===== src/nibble_skip_pkg.sv =====
// constants and types shared by the nibble/skip/table/xor execution block
package nibble_skip_pkg;
    // apb register byte offsets
    localparam logic [7:0] OFS_CMD   = 8'h00;
    localparam logic [7:0] OFS_WORK  = 8'h04;
    localparam logic [7:0] OFS_FLAGS = 8'h08;
    localparam logic [7:0] OFS_TPTR  = 8'h0c;
    localparam logic [7:0] OFS_THIGH = 8'h10;
    localparam logic [7:0] OFS_STAT  = 8'h14;
    localparam logic [7:0] OFS_PC    = 8'h18;
    // command word field positions
    localparam int CMD_OP_LSB   = 0;
    localparam int CMD_BIT_LSB  = 4;
    localparam int CMD_ADDR_LSB = 8;
    localparam int CMD_IMM_LSB  = 16;
    // flag bit positions
    localparam int FLAG_BORROW_INV = 0;
    localparam int FLAG_HALF       = 1;
    localparam int FLAG_NULL       = 2;
    localparam int FLAG_SIGNED     = 3;
    // status bit positions
    localparam int STAT_BUSY = 0;
    localparam int STAT_SKIP = 1;
    // reset values
    localparam logic [7:0]  WORK_RST  = 8'h00;
    localparam logic [3:0]  FLAGS_RST = 4'h0;
    localparam logic [7:0]  TPTR_RST  = 8'h00;
    localparam logic [7:0]  THIGH_RST = 8'h00;
    localparam logic [12:0] PC_RST    = 13'h0000;
    // program memory paging
    localparam logic [4:0]  LAST_PAGE = 5'h1f;
    localparam logic [12:0] PC_STEP   = 13'h0001;
    localparam logic [12:0] PC_SKIP   = 13'h0002;

    typedef enum logic [3:0] {
        OP_SUB_IMM  = 4'h0,
        OP_SWAP     = 4'h1,
        OP_SWAP_W   = 4'h2,
        OP_SKIP_Z   = 4'h3,
        OP_COPY_SKZ = 4'h4,
        OP_SKIP_BIT = 4'h5,
        OP_TBL_CUR  = 4'h6,
        OP_TBL_LAST = 4'h7,
        OP_XOR_W    = 4'h8,
        OP_XOR_M    = 4'h9,
        OP_XOR_IMM  = 4'ha
    } op_t;

    // gray codes along idle, fetch, exec, dummy
    typedef enum logic [1:0] {
        ST_IDLE  = 2'b00,
        ST_FETCH = 2'b01,
        ST_EXEC  = 2'b11,
        ST_DUMMY = 2'b10
    } state_t;
endpackage


===== src/nibble_skip_exec.sv =====
// execution unit for nibble swap, zero skips, table reads, xor and subtract-immediate
// Notes on behaviour
// - subtract immediate from work register, update flags
// - borrow-inverse flag clear if negative, else set
// - swap memory nibbles in place, flags unchanged
// - swapped memory nibbles go to work register
// - skip next when memory byte is zero
// - copy byte to work register, skip if zero
// - skip next when selected memory bit clear
// - a skip that is taken takes two cycles, exec plus a dummy cycle
// - current-page table read: low to memory, high latched
// - last-page table read, same destinations, no flags
// - current-page read uses current page, no flags
// - xor memory into work register, null flag only
// - xor into memory location, null flag only
// - xor immediate into work register, null flag only
//
// The implementer's own choices: the APB register port and the register offsets.
`timescale 1ns/1ns
`default_nettype none
module nibble_skip_exec
    import nibble_skip_pkg::*;
(
    // clock and reset
    input  wire logic        clk,
    input  wire logic        rst,
    // apb slave
    input  wire logic        psel,
    input  wire logic        penable,
    input  wire logic        pwrite,
    input  wire logic [7:0]  paddr,
    input  wire logic [31:0] pwdata,
    output var  logic [31:0] prdata,
    output var  logic        pready,
    output var  logic        pslverr,
    // data memory, synchronous read
    output var  logic [7:0]  dmAddr,
    output var  logic        dmWrite,
    output var  logic [7:0]  dmWdata,
    input  wire logic [7:0]  dmRdata,
    // program memory, synchronous read
    output var  logic [12:0] pmAddr,
    input  wire logic [15:0] pmRdata
);

    typedef struct packed {
        state_t      fsm;
        op_t         op;
        logic [2:0]  bitSel;
        logic [7:0]  imm;
        logic [7:0]  work;
        logic [3:0]  flags;
        logic [7:0]  tptr;
        logic [7:0]  thigh;
        logic [12:0] pc;
        logic        lastSkip;
        logic [7:0]  dmAddr;
        logic        dmWrite;
        logic [7:0]  dmWdata;
        logic [12:0] pmAddr;
        logic [31:0] prdata;
        logic        pready;
        logic        pslverr;
    } regs_t;

    regs_t s;
    regs_t next_s;

    // address decode, used for the error answer
    function automatic logic isMapped(input logic [7:0] a);
        return a == OFS_CMD || a == OFS_WORK || a == OFS_FLAGS || a == OFS_TPTR
            || a == OFS_THIGH || a == OFS_STAT || a == OFS_PC;
    endfunction

    // opcodes that the unit knows; others are dropped at the command write
    function automatic logic isLegalOp(input logic [3:0] o);
        return o <= OP_XOR_IMM;
    endfunction

    logic [8:0] subFull;
    logic [4:0] subLow;
    logic [7:0] subRes;
    logic [7:0] xorMem;
    logic       apbWrite;

    // subtract-immediate arithmetic, borrow seen in the extra bit
    always_comb
    begin
        subFull  = {1'b0, s.work} - {1'b0, s.imm};
        subLow   = {1'b0, s.work[3:0]} - {1'b0, s.imm[3:0]};
        subRes   = subFull[7:0];
        xorMem   = s.work ^ dmRdata;
        apbWrite = psel && penable && s.pready && pwrite;
    end

    // next-state logic: apb first, execution afterwards so it wins on conflict
    always_comb
    begin
        next_s         = s;
        // answer fields stand for one cycle; a stale error would mislead the master
        next_s.pready  = 1'b0;
        next_s.pslverr = 1'b0;
        next_s.prdata  = 32'h0000_0000;
        next_s.dmWrite = 1'b0;

        // one wait cycle in every access keeps outputs registered
        if (psel && penable && !s.pready)
        begin
            next_s.pready  = 1'b1;
            next_s.pslverr = !isMapped(paddr);
            next_s.prdata  = 32'h0000_0000;
            unique case (paddr)
                OFS_WORK:  next_s.prdata[7:0]  = s.work;
                OFS_FLAGS: next_s.prdata[3:0]  = s.flags;
                OFS_TPTR:  next_s.prdata[7:0]  = s.tptr;
                OFS_THIGH: next_s.prdata[7:0]  = s.thigh;
                OFS_PC:    next_s.prdata[12:0] = s.pc;
                OFS_STAT:
                begin
                    next_s.prdata[STAT_BUSY] = s.fsm != ST_IDLE;
                    next_s.prdata[STAT_SKIP] = s.lastSkip;
                end
                default:   next_s.prdata = 32'h0000_0000;
            endcase
        end

        if (apbWrite)
        begin
            unique case (paddr)
                OFS_WORK:  next_s.work  = pwdata[7:0];
                OFS_FLAGS: next_s.flags = pwdata[3:0];
                OFS_TPTR:  next_s.tptr  = pwdata[7:0];
                OFS_PC:    next_s.pc    = pwdata[12:0];
                OFS_CMD:
                begin
                    // a command while busy is ignored, not queued
                    if (s.fsm == ST_IDLE && isLegalOp(pwdata[CMD_OP_LSB +: 4]))
                    begin
                        next_s.op     = op_t'(pwdata[CMD_OP_LSB +: 4]);
                        next_s.bitSel = pwdata[CMD_BIT_LSB +: 3];
                        next_s.imm    = pwdata[CMD_IMM_LSB +: 8];
                        next_s.dmAddr = pwdata[CMD_ADDR_LSB +: 8];
                        next_s.fsm    = ST_FETCH;
                        if (op_t'(pwdata[CMD_OP_LSB +: 4]) == OP_TBL_LAST)
                            next_s.pmAddr = {LAST_PAGE, s.tptr};
                        else
                            next_s.pmAddr = {s.pc[12:8], s.tptr};
                    end
                end
                default: ;
            endcase
        end

        unique case (s.fsm)
            ST_IDLE: ;
            // memories sample the address here; data is valid in exec
            ST_FETCH: next_s.fsm = ST_EXEC;
            ST_EXEC:
            begin
                next_s.lastSkip = 1'b0;
                unique case (s.op)
                    OP_SUB_IMM:
                    begin
                        next_s.work                   = subRes;
                        next_s.flags[FLAG_NULL]       = subRes == 8'h00;
                        next_s.flags[FLAG_HALF]       = !subLow[4];
                        next_s.flags[FLAG_BORROW_INV] = !subFull[8];
                        next_s.flags[FLAG_SIGNED]     = (s.work[7] ^ s.imm[7])
                                                      & (s.work[7] ^ subRes[7]);
                    end
                    OP_SWAP:
                    begin
                        next_s.dmWrite = 1'b1;
                        next_s.dmWdata = {dmRdata[3:0], dmRdata[7:4]};
                    end
                    OP_SWAP_W:   next_s.work = {dmRdata[3:0], dmRdata[7:4]};
                    OP_SKIP_Z:   next_s.lastSkip = dmRdata == 8'h00;
                    OP_COPY_SKZ:
                    begin
                        next_s.work     = dmRdata;
                        next_s.lastSkip = dmRdata == 8'h00;
                    end
                    OP_SKIP_BIT: next_s.lastSkip = !dmRdata[s.bitSel];
                    OP_TBL_CUR, OP_TBL_LAST:
                    begin
                        next_s.dmWrite = 1'b1;
                        next_s.dmWdata = pmRdata[7:0];
                        next_s.thigh   = pmRdata[15:8];
                    end
                    OP_XOR_W:
                    begin
                        next_s.work             = xorMem;
                        next_s.flags[FLAG_NULL] = xorMem == 8'h00;
                    end
                    OP_XOR_M:
                    begin
                        next_s.dmWrite          = 1'b1;
                        next_s.dmWdata          = xorMem;
                        next_s.flags[FLAG_NULL] = xorMem == 8'h00;
                    end
                    OP_XOR_IMM:
                    begin
                        next_s.work             = s.work ^ s.imm;
                        next_s.flags[FLAG_NULL] = (s.work ^ s.imm) == 8'h00;
                    end
                    default: ;
                endcase
                // a skip steps over the fetched word and burns a dummy cycle
                if (next_s.lastSkip)
                begin
                    next_s.pc  = s.pc + PC_SKIP;
                    next_s.fsm = ST_DUMMY;
                end
                else
                begin
                    next_s.pc  = s.pc + PC_STEP;
                    next_s.fsm = ST_IDLE;
                end
            end
            ST_DUMMY: next_s.fsm = ST_IDLE;
        endcase
    end

    // single state register
    always_ff @(posedge clk or posedge rst)
    begin
        if (rst)
        begin
            s          <= '0;
            s.fsm      <= ST_IDLE;
            s.op       <= OP_SUB_IMM;
            s.work     <= WORK_RST;
            s.flags    <= FLAGS_RST;
            s.tptr     <= TPTR_RST;
            s.thigh    <= THIGH_RST;
            s.pc       <= PC_RST;
        end
        else
        begin
            s <= next_s;
        end
    end

    // outputs straight from the state register
    always_comb
    begin
        prdata  = s.prdata;
        pready  = s.pready;
        pslverr = s.pslverr;
        dmAddr  = s.dmAddr;
        dmWrite = s.dmWrite;
        dmWdata = s.dmWdata;
        pmAddr  = s.pmAddr;
    end

    logic execNow;
    assign execNow = s.fsm == ST_EXEC;
endmodule
`default_nettype wire


===== config.mk =====
export PLATFORM = sky130hd
export DESIGN_NAME = nibble_skip_exec
export DESIGN_NICKNAME = d
export VERILOG_FILES = /design/src/nibble_skip_pkg.sv /design/src/nibble_skip_exec.sv
export SDC_FILE = /design/constraint.sdc
export NUM_CORES = 1
export LEC_CHECK = 0
export ABC_AREA = 1
export ABC_CLOCK_PERIOD_IN_PS = 4200
export BUFFER_PORTS_ARGS = -buffer_cell sky130_fd_sc_hd__buf_4
export CELL_PAD_IN_SITES_DETAIL_PLACEMENT = 0
export CELL_PAD_IN_SITES_GLOBAL_PLACEMENT = 2
export CORE_ASPECT_RATIO = 0.5
export CORE_MARGIN = 8
export CORE_UTILIZATION = 32
export DETAILED_ROUTE_END_ITERATION = 16
export HOLD_SLACK_MARGIN = 0.12
export PLACE_DENSITY_LB_ADDON = 0.05
export SLEW_MARGIN = 25
export SYNTH_ARGS = -nofsm -noshare
export SYNTH_HDL_FRONTEND = slang
export SYNTH_SLANG_ARGS = --single-unit

===== constraint.sdc =====
create_clock -name clk -period 4.2 [get_ports clk]
set_input_delay 0.42 -clock clk [delete_from_list [all_inputs] [get_ports clk]]
set_output_delay 0.42 -clock clk [all_outputs]
set_load 0.005 [all_outputs]

==> results.sh <==
export IMPL_status="finished, final reports clean"
export IMPL_whs_ns=0.141
export IMPL_critical_path_max_stage_delay_ns=0.43
export IMPL_cts_setup_buffers=0
export IMPL_antennaDiodeCount=0
export IMPL_max_freq_mhz=425
export IMPL_pre_cts_slack_ns=1.87
export IMPL_rsz0062_at_grt="no"
export IMPL_post_cts_resized=0
export IMPL_die_w_um=221
export IMPL_dieArea_mm2=0.0263
export IMPL_final_net_count=1029
export IMPL_cts_clk_slew_worst_paths_ns=0.08
export IMPL_yosysWarnings=0
export IMPL_cts_buffers=9
export IMPL_boundaryPins=133
export IMPL_initial_core_util_pct=32.7
export IMPL_cts_tree="done"
export IMPL_dr_pass1_iters=4
export IMPL_setup_ws_ns=1.84
export IMPL_vias_per_cell=4.83
export IMPL_synthFlopType="dfrtp_1"
export IMPL_synth_edff_count=0
export IMPL_crit_buf_inv=3
export IMPL_synth_seq_area_share_pct=38.5
export IMPL_setup_viol=0
export IMPL_synth_adder_area_share_pct=2.89
export IMPL_fillCellCount=2267
export IMPL_worstSetupStartpointType="register"
export IMPL_critPathSlowestCell="dfrtp_1"
export IMPL_crit_fanout=3
export IMPL_synth_compound_area_share_pct=12.4
export IMPL_design_core_area_mm2=0.0206
export IMPL_multi_input_area_mm2=0.00320
export IMPL_cp_end_kind="register"
export IMPL_rows=37
export IMPL_grt_pass1_wl_um=35000
export IMPL_synth_cell_types=45
export IMPL_yosys_area_share_simple_pct=26.4
export IMPL_vdd_drop_max_uv=183
export IMPL_drive_above_1_share_pct=18.3
export IMPL_fin_crit_ns=2.36
export IMPL_synthXorXnorAreaFrac_pct=3.37
export IMPL_leakage_nw=3.82
export IMPL_grt_max_degree=49
export IMPL_cellPowerDensity_mw_per_mm2=263
export IMPL_grt_antenna_before_repair=0
export IMPL_crit_arrival_ns=2.65
export IMPL_gp_congestion=0.839
export IMPL_syn_area_mm2=0.00675
export IMPL_grtUsageTotal_pct=16.7
export IMPL_drt_antenna_violating_nets=0
export IMPL_fin_crit_sh_pct=56.1
export IMPL_dr_total_vias=5906
export IMPL_synthCells=889
export IMPL_async_flop_share_pct=100
export IMPL_cts_buffer_depth=2
export IMPL_drc=0
export IMPL_critical_path_class="register to register"
export IMPL_gr_total_overflow=0
export IMPL_required_ns=4.49
export IMPL_drv_cap=0
export IMPL_cts_sinks=104
export IMPL_hold_path_class="primary input to asynchronous set/reset pin"
export IMPL_total_power_mw=2.02
export IMPL_wl_per_cell_um=17.9
export IMPL_io_buffers=105
export IMPL_clock_root_buffer="clkbuf_16"
export IMPL_dp_hpwl_um=16900
export IMPL_synth_top_family_by_area="simple AND/OR/NAND/NOR gates"
export IMPL_clock_latency_ns=0.37
export IMPL_slew_violations=0
export IMPL_syn2layout_area_growth_pct=13.8
export IMPL_seq_area_mm2=0.00260
export IMPL_grt_pass1_vias=6203
export IMPL_worst_pin_slew_ns=0.827
export IMPL_layout_commonest_cell="nand2_1"
export IMPL_fin_setup_tns_ns=0
export IMPL_worstPathCellList="inv_1 -> ha_1 -> inv_1 -> fa_1 -> nand3_1 -> inv_1 -> nor2_1 -> nand2_1 -> nand2_1 -> nand3_1 -> nor2_1 -> nand3_1 -> a21oi_1"
export IMPL_layout_common_cells="nand2_1, buf_4, dfrtp_1"
export IMPL_avgSynthCellArea_um2=7.60
export IMPL_wl_um=21900
export IMPL_cts_hold_buffers=0
export IMPL_die_h_um=119
export IMPL_fin_worst_skew_ns=0.00871
export IMPL_hold_viol_final=0
export IMPL_relSlewSlack_pct=44.4
export IMPL_synth_seq_cells=104
export IMPL_crit_family="simple AND/OR/NAND/NOR gates"
export IMPL_drtIter0Drc=341
export IMPL_synth_area_mux_share_pct=1.17
export IMPL_htree_levels=3
==> cell type report <==
class	count	area share, %
inverters	114	5.60
multi-input cells	606	41.6
well taps	273	4.44
repair buffers	110	10.7
flip-flops and latches	104	33.9
clock inverters	7	0.830
clock buffers	9	2.93
==> routing by layer <==
| layer | routed length [um] | track usage (%) | vias up |
|---|---|---|---|
| li1 | - | - | 2920 |
| met1 | 10800 | 22.0 | 2846 |
| met2 | 9900 | 27.4 | 112 |
| met3 | 819 | 3.68 | 28 |
| met4 | 414 | 4.70 | 0 |
| met5 | 0 | 0 | - |
==> Yosys cell counts (2+ instances only) <==
cell type	count	area, um2
o211ai_1	3	22.5
nor2_1	66	248
clkbuf_1	7	26.3
a22oi_1	4	30.0
inv_1	102	383
nand4_1	8	50.1
o21ai_0	66	330
buf_2	8	40.0
xor2_1	23	201
o21a_1	2	15.0
nand2_1	202	758
nor3_4	2	32.5
nor4_1	2	12.5
dfrtp_1	104	2600
nor2_2	5	31.3
inv_2	12	45.0
mux2_2	7	78.8
nor3_1	23	115
buf_6	5	56.3
a211oi_1	5	37.5
nand2_4	2	22.5
o221ai_1	2	17.5
nand2_2	3	18.8
nor3_2	3	30.0
nand3_4	3	52.6
nand3_1	63	315
ha_1	14	175
nor2_4	3	33.8
xnor2_1	3	26.3
o21ai_1	5	25.0
buf_4	63	473
a21oi_1	33	165
o22ai_1	19	119
a31oi_1	5	31.3
nand3_2	2	20.0
==> worst reg2reg max path, cell delays in order, from the launching register on <==
cell     delay [ns]
dfrtp_1        0.43
inv_1          0.18
ha_1           0.18
inv_1          0.05
fa_1           0.40
nand3_1        0.11
inv_1          0.05
nor2_1         0.27
nand2_1        0.08
nand2_1        0.12
nand3_1        0.10
nor2_1         0.09
nand3_1        0.09
a21oi_1        0.14
==> path summary, 6_finish.rpt <==
path,startpoint,slack [ns],depth (start not counted),to
min in group clk,pwdata[13],0.25,3,dmAddr[5]
worst min-delay path,rst,0.14,2,dmWrite
worst min register to register,dmAddr[5],0.48,2,dmAddr[5]
worst max-delay path,s[98],1.84,13,s[96]
worst max register to register,s[98],1.84,13,s[96]
max in group asynchronous,rst,3.15,3,s[73]
==> power breakdown <==
part	switching (mW)	internal [mW]
Clock	0.440	0.416
Sequential	0.00625	1.01
Combinational	0.0928	0.0583
==> logic make-up after synthesis <==
family | Yosys count
AND/OR/NAND/NOR | 391
flip-flops | 104
buffers and inverters | 197
AO/OA/AOI/OAI | 148
other | 1
multiplexers | 7
adder cells (fa/ha/maj) | 15
XOR/XNOR | 26
==> flip-flops by register name (all words and copies together), names as in the netlist <==
name / flops
s: 59
pmAddr: 13
prdata: 13
dmAddr: 8
dmWdata: 8
dmWrite: 1
pready: 1
pslverr: 1
==> per-stage QoR <==
| stage | util, % | std cells | cell area (um2) |
|---|---|---|---|
| 2_1_floorplan | - | 907 | 6820 |
| 3_3_place_gp | 35.8 | 1207 | 7400 |
| 6_report | 37.2 | 1223 | 7690 |
| 3_5_place_dp | 35.8 | 1207 | 7400 |
| 4_1_cts | 37.2 | 1223 | 7690 |
| 5_1_grt | 37.2 | 1223 | 7690 |
(Power assumes the default switching activity.)
